===== config.mk =====
export PLATFORM = sky130hd
export DESIGN_NAME = arc_ctrl
export DESIGN_NICKNAME = d
export VERILOG_FILES = /design/src/common/arc_pkg.sv /design/src/verilog/arc_cal_row.sv /design/src/verilog/arc_ctrl.sv
export SDC_FILE = /design/constraint.sdc
export NUM_CORES = 1
export LEC_CHECK = 0
export BUFFER_PORTS_ARGS = -buffer_cell sky130_fd_sc_hd__buf_2
export CORE_UTILIZATION = 45
export CTS_CLUSTER_DIAMETER = 80
export DETAILED_ROUTE_END_ITERATION = 7
export PLACE_DENSITY = 0.74
export SLEW_MARGIN = 30
export SYNTH_ARGS = -nofsm -noshare
export SYNTH_HDL_FRONTEND = slang
export SYNTH_SLANG_ARGS = --single-unit

===== constraint.sdc =====
create_clock -name pclk -period 5.4 [get_ports pclk]
set_input_delay 0.54 -clock pclk [delete_from_list [all_inputs] [get_ports pclk]]
set_output_delay 0.54 -clock pclk [all_outputs]
set_load 0.03 [all_outputs]

===== src/common/arc_pkg.sv =====
`default_nettype none
package arc_pkg;

	// ---------------------------------------------------------------
	// Register byte addresses on the APB bus
	// ---------------------------------------------------------------
	localparam logic [7:0] ADDR_CTRL_A = 8'h00;
	localparam logic [7:0] ADDR_CTRL_B = 8'h04;
	localparam logic [7:0] ADDR_SELECT = 8'h08;
	localparam logic [7:0] ADDR_RES_LOW = 8'h0c;
	localparam logic [7:0] ADDR_RES_HIGH = 8'h10;
	localparam logic [7:0] ADDR_MISC = 8'h14;
	localparam logic [7:0] ADDR_CAL_ADDR = 8'h18;
	localparam logic [7:0] ADDR_CAL_DATA = 8'h1c;

	// ---------------------------------------------------------------
	// Field positions and reset values
	// ---------------------------------------------------------------
	localparam int CA_ENABLE = 7;
	localparam int CA_START = 6;
	localparam int CA_DONE = 4;
	localparam int CB_BIPOLAR = 7;
	localparam int MISC_EXT_REF = 0;
	localparam int MISC_REF_OUT = 1;
	localparam int SEL_DIFF = 4;
	localparam int SEL_HIGH_GAIN = 0;
	localparam logic [7:0] SELECT_RESET = 8'h00;
	localparam logic [2:0] CAL_ADDR_RESET = 3'h0;

	// ---------------------------------------------------------------
	// Conversion lengths in converter clock cycles
	// ---------------------------------------------------------------
	localparam logic [4:0] CONV_NORMAL = 5'h0d;
	localparam logic [4:0] CONV_INIT = 5'h19;
	localparam logic [4:0] CNT_ONE = 5'h01;

	// ---------------------------------------------------------------
	// Result codes and reference codes
	// ---------------------------------------------------------------
	localparam logic [9:0] UNI_MIN = 10'h000;
	localparam logic [9:0] UNI_MAX = 10'h3ff;
	localparam logic [9:0] BIP_MOST_NEG = 10'h200;
	localparam logic [9:0] BIP_MOST_POS = 10'h1ff;
	localparam logic [1:0] REF_CODE_LOW = 2'h1;
	localparam logic [1:0] REF_CODE_HIGH = 2'h3;

	// ---------------------------------------------------------------
	// Calibration row
	// ---------------------------------------------------------------
	localparam logic [2:0] CAL_OFFSET_ADDR = 3'h3;
	localparam logic [2:0] CAL_GAIN_ADDR = 3'h5;

	typedef enum logic [1:0] {
		ARC_REF_SUPPLY,
		ARC_REF_EXTERNAL,
		ARC_REF_INT_LOW,
		ARC_REF_INT_HIGH
	} arc_ref_src_t;

	typedef struct packed {
		logic [1:0] reference_choice;
		logic left_align_result;
		logic [4:0] channel_gain_select;
	} arc_select_t;

	typedef struct packed {
		logic [9:0] single_code;
		logic signed [10:0] diff_code;
	} arc_sample_t;

endpackage : arc_pkg
`default_nettype wire


===== src/verilog/arc_cal_row.sv =====
`timescale 1ns/1ps
`default_nettype none
module arc_cal_row #(
	parameter logic [7:0] TEMP_GAIN = 8'h80,
	parameter logic [7:0] TEMP_OFFSET = 8'h00
) (
	input wire logic pclk,
	input wire logic presetn,
	input wire logic [2:0] addr,
	output logic [7:0] rdata_q
);

	// ---------------------------------------------------------------
	// Factory row lookup
	// ---------------------------------------------------------------
	// Gain is unsigned in 1/128 units; offset is two's complement.
	wire logic [7:0] row_word;

	assign row_word = (addr == arc_pkg::CAL_GAIN_ADDR) ? TEMP_GAIN :
		(addr == arc_pkg::CAL_OFFSET_ADDR) ? TEMP_OFFSET :
		8'h00;

	always_ff @(posedge pclk or negedge presetn) begin
		if (!presetn) begin
			rdata_q <= 8'h00;
		end else begin
			rdata_q <= row_word;
		end
	end

endmodule : arc_cal_row
`default_nettype wire


===== src/verilog/arc_ctrl.sv =====
// Local design decisions: the APB interface to the registers and the placing of the registers.
`timescale 1ns/1ps
`default_nettype none
module arc_ctrl #(
	parameter logic [7:0] TEMP_GAIN = 8'h80,
	parameter logic [7:0] TEMP_OFFSET = 8'h00
) (
	input wire logic pclk,
	input wire logic presetn,
	input wire logic psel,
	input wire logic penable,
	input wire logic pwrite,
	input wire logic [7:0] paddr,
	input wire logic [31:0] pwdata,
	output logic [31:0] prdata_q,
	output logic pready_q,
	output logic pslverr_q,
	input wire arc_pkg::arc_sample_t core_sample,
	output logic core_busy_q,
	output logic core_last_q,
	output arc_pkg::arc_select_t core_select_q,
	output logic core_high_gain_q,
	output arc_pkg::arc_ref_src_t core_ref_src_q,
	output logic ref_out_drive_q,
	output logic ref_out_high_q
);

	// ---------------------------------------------------------------
	// Registers and state
	// ---------------------------------------------------------------
	typedef enum logic {ARC_IDLE, ARC_CONVERT} arc_state_t;

	arc_state_t state_q, state_d;
	logic enable_q, bipolar_q, done_q, init_q;
	logic ext_ref_q, ref_out_en_q;
	logic [7:0] select_q;
	logic [2:0] cal_addr_q;
	logic [4:0] cnt_q, cnt_d;
	logic [1:0] ref_used_q;
	logic [9:0] result_q;
	arc_pkg::arc_select_t act_q;
	wire logic [7:0] cal_rdata;

	// ---------------------------------------------------------------
	// APB decode
	// ---------------------------------------------------------------
	wire logic setup_ph = psel & ~penable;
	wire logic wr_en = psel & penable & pwrite & pready_q;
	wire logic hit_a = (paddr == arc_pkg::ADDR_CTRL_A);
	wire logic hit_b = (paddr == arc_pkg::ADDR_CTRL_B);
	wire logic hit_sel = (paddr == arc_pkg::ADDR_SELECT);
	wire logic hit_lo = (paddr == arc_pkg::ADDR_RES_LOW);
	wire logic hit_hi = (paddr == arc_pkg::ADDR_RES_HIGH);
	wire logic hit_misc = (paddr == arc_pkg::ADDR_MISC);
	wire logic hit_caddr = (paddr == arc_pkg::ADDR_CAL_ADDR);
	wire logic hit_cdata = (paddr == arc_pkg::ADDR_CAL_DATA);
	wire logic mapped = hit_a | hit_b | hit_sel | hit_lo | hit_hi |
		hit_misc | hit_caddr | hit_cdata;

	wire logic wr_a = wr_en & hit_a;
	wire logic enable_d = wr_a ? pwdata[arc_pkg::CA_ENABLE] : enable_q;
	wire logic start_req = wr_a & pwdata[arc_pkg::CA_START] &
		pwdata[arc_pkg::CA_ENABLE];
	wire logic done_clr = wr_a & pwdata[arc_pkg::CA_DONE];

	// ---------------------------------------------------------------
	// Conversion sequencing
	// ---------------------------------------------------------------
	wire logic busy = (state_q == ARC_CONVERT);
	wire logic finish = busy & (cnt_q == arc_pkg::CNT_ONE);
	wire logic begin_conv = (state_q == ARC_IDLE) & start_req;
	wire arc_pkg::arc_select_t sel_now = select_q;
	wire logic ref_change = (sel_now.reference_choice != ref_used_q);
	wire logic long_conv = init_q | ref_change | (enable_d & ~enable_q);

	always_comb begin
		state_d = state_q;
		cnt_d = cnt_q;
		case (state_q)
			ARC_IDLE: begin
				if (begin_conv) begin
					state_d = ARC_CONVERT;
					cnt_d = long_conv ? arc_pkg::CONV_INIT :
						arc_pkg::CONV_NORMAL;
				end
			end
			ARC_CONVERT: begin
				if (!enable_d || finish) begin
					state_d = ARC_IDLE;
				end
				cnt_d = cnt_q - arc_pkg::CNT_ONE;
			end
			default: begin
				state_d = ARC_IDLE;
			end
		endcase
	end

	// ---------------------------------------------------------------
	// Result formatting
	// ---------------------------------------------------------------
	wire logic is_diff = act_q.channel_gain_select[arc_pkg::SEL_DIFF];
	wire logic signed [10:0] diff = core_sample.diff_code;
	wire logic [9:0] uni_code = (diff > 11'sd0) ? diff[9:0] :
		arc_pkg::UNI_MIN;
	// Halving the doubled-range difference gives the 1024-step scale.
	wire logic [9:0] bip_code = diff[10:1];
	wire logic [9:0] conv_code = !is_diff ? core_sample.single_code :
		bipolar_q ? bip_code : uni_code;

	wire logic left = sel_now.left_align_result;
	wire logic [7:0] res_high = left ? result_q[9:2] :
		{6'h00, result_q[9:8]};
	wire logic [7:0] res_low = left ? {result_q[1:0], 6'h00} :
		result_q[7:0];

	// ---------------------------------------------------------------
	// Reference source
	// ---------------------------------------------------------------
	wire logic [1:0] ref_code = sel_now.reference_choice;
	wire arc_pkg::arc_ref_src_t ref_src =
		ext_ref_q ? arc_pkg::ARC_REF_EXTERNAL :
		!ref_code[0] ? arc_pkg::ARC_REF_SUPPLY :
		(ref_code == arc_pkg::REF_CODE_HIGH) ? arc_pkg::ARC_REF_INT_HIGH :
		arc_pkg::ARC_REF_INT_LOW;
	wire logic [1:0] act_ref = act_q.reference_choice;
	wire logic pin_drive = enable_q & ref_out_en_q & act_ref[0];
	wire logic pin_high = (act_ref == arc_pkg::REF_CODE_HIGH);

	// ---------------------------------------------------------------
	// Read mux
	// ---------------------------------------------------------------
	wire logic [7:0] ctrl_a_rd = {enable_q, busy, 1'b0, done_q, 4'h0};
	wire logic [7:0] ctrl_b_rd = {bipolar_q, 7'h00};
	wire logic [7:0] misc_rd = {6'h00, ref_out_en_q, ext_ref_q};
	wire logic [7:0] rd_byte = hit_a ? ctrl_a_rd :
		hit_b ? ctrl_b_rd :
		hit_sel ? select_q :
		hit_lo ? res_low :
		hit_hi ? res_high :
		hit_misc ? misc_rd :
		hit_caddr ? {5'h00, cal_addr_q} :
		hit_cdata ? cal_rdata :
		8'h00;

	// ---------------------------------------------------------------
	// Calibration row
	// ---------------------------------------------------------------
	arc_cal_row #(
		.TEMP_GAIN(TEMP_GAIN),
		.TEMP_OFFSET(TEMP_OFFSET)
	) u_cal_row (
		.pclk(pclk),
		.presetn(presetn),
		.addr(cal_addr_q),
		.rdata_q(cal_rdata)
	);

	// ---------------------------------------------------------------
	// Bus slave flops
	// ---------------------------------------------------------------
	// Read data is captured in the setup cycle, so the access cycle
	// always completes at its first edge.
	always_ff @(posedge pclk or negedge presetn) begin
		if (!presetn) begin
			prdata_q <= 32'h0000_0000;
			pready_q <= 1'b0;
			pslverr_q <= 1'b0;
		end else begin
			prdata_q <= {24'h00_0000, rd_byte};
			pready_q <= setup_ph;
			pslverr_q <= setup_ph & ~mapped;
		end
	end

	// ---------------------------------------------------------------
	// Software registers
	// ---------------------------------------------------------------
	always_ff @(posedge pclk or negedge presetn) begin
		if (!presetn) begin
			enable_q <= 1'b0;
			bipolar_q <= 1'b0;
			select_q <= arc_pkg::SELECT_RESET;
			ext_ref_q <= 1'b0;
			ref_out_en_q <= 1'b0;
			cal_addr_q <= arc_pkg::CAL_ADDR_RESET;
		end else begin
			enable_q <= enable_d;
			if (wr_en && hit_b) begin
				bipolar_q <= pwdata[arc_pkg::CB_BIPOLAR];
			end
			if (wr_en && hit_sel) begin
				select_q <= pwdata[7:0];
			end
			if (wr_en && hit_misc) begin
				ext_ref_q <= pwdata[arc_pkg::MISC_EXT_REF];
				ref_out_en_q <= pwdata[arc_pkg::MISC_REF_OUT];
			end
			if (wr_en && hit_caddr) begin
				cal_addr_q <= pwdata[2:0];
			end
		end
	end

	// ---------------------------------------------------------------
	// Converter control flops
	// ---------------------------------------------------------------
	always_ff @(posedge pclk or negedge presetn) begin
		if (!presetn) begin
			state_q <= ARC_IDLE;
			cnt_q <= 5'h00;
			done_q <= 1'b0;
			init_q <= 1'b1;
			ref_used_q <= 2'h0;
			result_q <= 10'h000;
		end else begin
			state_q <= state_d;
			cnt_q <= cnt_d;
			if (finish && enable_d) begin
				result_q <= conv_code;
				done_q <= 1'b1;
			end else if (done_clr) begin
				done_q <= 1'b0;
			end
			if (begin_conv) begin
				init_q <= 1'b0;
			end else if (enable_d && !enable_q) begin
				init_q <= 1'b1;
			end
			if (begin_conv) begin
				ref_used_q <= sel_now.reference_choice;
			end
		end
	end

	// ---------------------------------------------------------------
	// Settings applied to the analog core
	// ---------------------------------------------------------------
	// Settings are copied whenever the next state is idle, so a write during a
	// conversion lands at the same edge as its done flag sets.
	always_ff @(posedge pclk or negedge presetn) begin
		if (!presetn) begin
			act_q <= arc_pkg::SELECT_RESET;
			core_select_q <= arc_pkg::SELECT_RESET;
			core_high_gain_q <= 1'b0;
			core_ref_src_q <= arc_pkg::ARC_REF_SUPPLY;
			core_busy_q <= 1'b0;
			core_last_q <= 1'b0;
			ref_out_drive_q <= 1'b0;
			ref_out_high_q <= 1'b0;
		end else begin
			if (state_d == ARC_IDLE || begin_conv) begin
				act_q <= sel_now;
				core_select_q <= sel_now;
				core_high_gain_q <= sel_now.channel_gain_select[
					arc_pkg::SEL_DIFF] & sel_now.channel_gain_select[
					arc_pkg::SEL_HIGH_GAIN];
				core_ref_src_q <= ref_src;
			end
			core_busy_q <= (state_d == ARC_CONVERT);
			core_last_q <= (state_d == ARC_CONVERT) &&
				(cnt_d == arc_pkg::CNT_ONE);
			ref_out_drive_q <= pin_drive;
			ref_out_high_q <= pin_drive & pin_high;
		end
	end

	// ---------------------------------------------------------------
	// Assertions
	// ---------------------------------------------------------------
	logic [4:0] len_q;
	logic [4:0] want_q;
	logic was_long_q;

	always_ff @(posedge pclk or negedge presetn) begin
		if (!presetn) begin
			len_q <= 5'h00;
			want_q <= 5'h00;
			was_long_q <= 1'b0;
		end else begin
			len_q <= begin_conv ? 5'h00 :
				busy ? len_q + arc_pkg::CNT_ONE : len_q;
			if (begin_conv) begin
				want_q <= cnt_d;
				was_long_q <= ref_change;
			end
		end
	end

	a_uni_clamp: assert property (@(posedge pclk) disable iff (!presetn)
		finish && enable_d && is_diff && !bipolar_q && diff <= 11'sd0
		|=> result_q == arc_pkg::UNI_MIN)
		else $error("unipolar result not clamped");
	a_uni_range: assert property (@(posedge pclk) disable iff (!presetn)
		finish && enable_d && is_diff && !bipolar_q && diff > 11'sd0
		|=> result_q == $past(diff[9:0]))
		else $error("unipolar result wrong");
	a_bip_sign: assert property (@(posedge pclk) disable iff (!presetn)
		finish && enable_d && is_diff && bipolar_q
		|=> result_q[9] == $past(diff[10]))
		else $error("bipolar sign bit wrong");
	a_single_plain: assert property (@(posedge pclk) disable iff (!presetn)
		finish && enable_d && !is_diff
		|=> result_q == $past(core_sample.single_code))
		else $error("single-ended result altered");
	a_conv_length: assert property (@(posedge pclk) disable iff (!presetn)
		$fell(busy) && $past(finish) |-> len_q == want_q &&
		(len_q == arc_pkg::CONV_NORMAL || len_q == arc_pkg::CONV_INIT))
		else $error("conversion length wrong");
	a_ref_long: assert property (@(posedge pclk) disable iff (!presetn)
		begin_conv && ref_change |=> cnt_q == arc_pkg::CONV_INIT)
		else $error("reference change not long");
	a_sel_held: assert property (@(posedge pclk) disable iff (!presetn)
		busy && !begin_conv ##1 busy |-> $stable(act_q))
		else $error("settings changed mid conversion");
	a_done_set: assert property (@(posedge pclk) disable iff (!presetn)
		finish && enable_d |=> done_q ##1 (done_q || $past(done_clr)))
		else $error("done flag not set");
	a_left_align: assert property (@(posedge pclk) disable iff (!presetn)
		left |-> res_high == result_q[9:2] && res_low[5:0] == 6'h00)
		else $error("left alignment wrong");
	a_ref_pin: assert property (@(posedge pclk) disable iff (!presetn)
		!ref_out_en_q || !enable_q |=> !ref_out_drive_q)
		else $error("reference pin driven while off");

	c_bipolar: cover property (@(posedge pclk) disable iff (!presetn)
		finish && bipolar_q && is_diff && diff < 11'sd0);
	c_clamp: cover property (@(posedge pclk) disable iff (!presetn)
		finish && !bipolar_q && is_diff && diff <= 11'sd0);
	c_long: cover property (@(posedge pclk) disable iff (!presetn)
		$fell(busy) && was_long_q);

endmodule : arc_ctrl
`default_nettype wire

==> flow_metrics.env <==
export IMPL_status="finished clean"
export IMPL_cts_buffers=9
export IMPL_r2r_end="core_select_q[4]"
export IMPL_die_height_um=85.6
export IMPL_core_area_mm2=0.00676
export IMPL_drive_above_1_share=0.316
export IMPL_finalWirelength_um=6780
export IMPL_clkTransAtPathRegs_ns=0.07
export IMPL_synthSimpleGateAreaFrac=0.159
export IMPL_tritoncts="built"
export IMPL_synthMuxAreaShare=0.108
export IMPL_slew_viol_final=0
export IMPL_hold_class="primary input to async pin"
export IMPL_start_kind="primary input"
export IMPL_synth_ff_type="dfrtp_1"
export IMPL_ios=115
export IMPL_gp_congestion=0.873
export IMPL_total_power_uw=942
export IMPL_grt_max_degree=61
export IMPL_rrSetupSlack_ns=3.18
export IMPL_synth_cells=308
export IMPL_ys_seq_area_frac=0.478
export IMPL_syn_to_final_growth_pct=15.4
export IMPL_cts_buffer_depth=2
export IMPL_syn_cell_area_mm2=0.00314
export IMPL_htreeDepth=3
export IMPL_ys_seq_elements=60
export IMPL_numPortBuffers=66
export IMPL_slew_headroom=0.479
export IMPL_crit_slowest_cell="nor2_2"
export IMPL_ant_nets=0
export IMPL_rsz0062_at_grt="no"
export IMPL_fin_skew_ns=0.00893
export IMPL_path_depth=6
export IMPL_path_buf_inv=1
export IMPL_grt_first_pass_wirelength_um=10900
export IMPL_start_util=0.465
export IMPL_fmax_mhz=389
export IMPL_period_needed_ns=2.57
export IMPL_route_detailed_drc=0
export IMPL_synth_edf_count=0
export IMPL_clk_latency_ns=0.35
export IMPL_drt_wirelength_per_cell_um=14.8
export IMPL_reg2reg_depth=5
export IMPL_die_x_um=85.6
export IMPL_clock_sinks=60
export IMPL_diodes=0
export IMPL_ys_types=54
export IMPL_synth_top_family_by_area="simple AND/OR/NAND/NOR gates"
export IMPL_synth_compound_area_frac=0.139
export IMPL_ys_async_sr_fraction=1.00
export IMPL_powerDensity_mw_per_mm2=260
export IMPL_required_ns=5.63
export IMPL_drt_initial_drc_count=181
export IMPL_crit_type="primary input to flip-flop"
export IMPL_layout_nets=440
export IMPL_end_kind="flip-flop"
export IMPL_finalCritPeriodShare=0.476
export IMPL_yosysWarnings=0
export IMPL_vias_per_cell=5.33
export IMPL_hpwl_um=4960
export IMPL_cts_setup_buffers=0
export IMPL_synthAdderAreaFrac=0.00796
export IMPL_setup_viol=0
export IMPL_worstReg2RegStart="pready_q"
export IMPL_cts_resized=0
export IMPL_crit_fanout=13
export IMPL_dieArea_mm2=0.00732
export IMPL_grt_ovfl_total=0
export IMPL_crit_chain="buf_2, or4_4, nor3_2, mux2i_1, nor2_2, mux2_2"
export IMPL_critical_path_top_delay_family="simple AND/OR/NAND/NOR gates"
export IMPL_max_stage_delay_ns=0.56
export IMPL_synth_area_per_cell_um2=10.2
export IMPL_ir_drop_mv=0.112
export IMPL_dr_pass1_iters=7
export IMPL_num_vias=2435
export IMPL_worstPathArrival_ns=2.81
export IMPL_cts_hold_buffers=0
export IMPL_p_leak_uw=0.00185
export IMPL_drv_cap=0
export IMPL_num_rows=30
export IMPL_grt_total_usage=0.196
export IMPL_setup_tns_ns=0
export IMPL_grt_pass1_vias=2297
export IMPL_fill_cells=620
export IMPL_synth_xor_area_frac=0.0139
export IMPL_fin_util=0.537
export IMPL_tightest_slew_ns=0.776
export IMPL_hold_viol_final=0
export IMPL_antenna_found_initial=0
export IMPL_root_buffer="clkbuf_8"
==> worst register-to-register path, delay by kind of cell (launching register included) <==
| family | cells | cell delay [ns] |
|---|---|---|
| simple gates | 3 | 1.15 |
| flops | 1 | 0.36 |
| mux | 2 | 0.62 |
==> registers in the layout, indices dropped and copies added, names as in the netlist, 2 cells and up <==
name,cells
cal_addr_q,3
core_ref_src_q,2
ref_used_q,2
prdata_q,8
result_q,10
act_ref,2
core_select_q,6
sel_now,8
cnt_q,5
==> per-layer routing <==
layer	part of all wire	routed length, um	vias to the layer above	GRT usage
li1	-	-	1188	-
met1	0.44	3000	1159	0.253
met2	0.49	3310	80	0.319
met3	0.056	380	8	0.0577
met4	0.012	84	0	0.0621
met5	0	0	-	0
==> cells in the mapped netlist (3+ instances only) <==
library cell  count  area share
a221o_1           3      0.0096
mux2_2           24       0.086
inv_1            12       0.014
buf_4            24       0.057
a21oi_1           6      0.0096
nand2_1          43       0.051
nor2b_1           4      0.0080
clkbuf_1         10       0.012
xor2_1            4       0.011
a22o_1            3      0.0084
nor3_1            4      0.0064
a22oi_1           7       0.017
o311ai_0          4       0.011
a32oi_1           3      0.0084
mux2i_1           7       0.022
and3_1            3      0.0060
nor2_1           11       0.013
dfrtp_1          59        0.47
nor4_1            5       0.010
o21ai_0          24       0.038
nand3_1           7       0.011
==> final cells by class <==
| class | instances | area, um^2 | share of cell area |
|---|---|---|---|
| Sequential cell | 60 | 1500 | 0.414 |
| Multi-Input combinational cell | 222 | 1440 | 0.397 |
| Timing Repair Buffer | 67 | 338 | 0.0932 |
| Clock buffer | 9 | 124 | 0.0342 |
| Tap cell | 80 | 100 | 0.0276 |
| Clock inverter | 7 | 77.6 | 0.0214 |
| Inverter | 12 | 45.0 | 0.0124 |
==> power by group <==
part           leakage, uW  internal, uW  switching, uW  total (uW)
clock network    0.0000994           215            186         401
registers         0.000792           456           5.40         461
logic             0.000960          21.7           58.8        80.5
==> how the worst max path moves through the flow <==
stage | startpoint | endpoint | slack (ns)
global placement | paddr[2] | core_select_q[3] | 2.21
global route | paddr[2] | core_select_q[4] | 2.68
floorplan | paddr[4] | act_ref[1] | 3.00
finish | paddr[2] | core_select_q[4] | 2.83
CTS | paddr[2] | act_ref[0] | 2.80
detailed placement | paddr[2] | core_select_q[5] | 2.44
==> stage by stage <==
step	hold WS (ns)	instance area (um^2)	cells	setup slack, ns
after floorplan	0.244	3230	331	3.00
after global placement	0.467	3420	441	2.21
after detailed placement	0.475	3420	441	2.44
after CTS	0.364	3630	457	2.80
after global routing	0.385	3630	457	2.68
final	0.337	3630	457	2.83
==> cells in the final DEF (no fill, tap or decap), drive strengths merged, types with 2 or more instances in the layout <==
master,instances
mux2i,7
nor4,6
xor2,4
a221o,3
clkinv,5
o21ai,24
ha,2
a21o,2
nand3,7
inv,12
and4,2
nor3,5
nand2,43
clkbuf,9
o311ai,4
and3,4
mux2,24
nor2,12
nand2b,2
a211oi,2
conb,24
a22oi,7
nor4b,2
a22o,3
buf,67
a21oi,6
or4,2
dfrtp,59
or2,2
nor2b,4
a32oi,3
==> cell families (layout without fill, tap and decap cells) <==
| group | count (synthesis) | after routing |
|---|---|---|
| other | 1 | 24 |
| XOR/XNOR | 5 | 5 |
| AND/OR/NAND/NOR | 96 | 96 |
| multiplexers | 31 | 31 |
| AO/OA/AOI/OAI | 64 | 64 |
| flip-flops | 60 | 60 |
| buffers and inverters | 49 | 95 |
| adder cells (fa/ha/maj) | 2 | 2 |
Power figures use the tool's default switching activity.
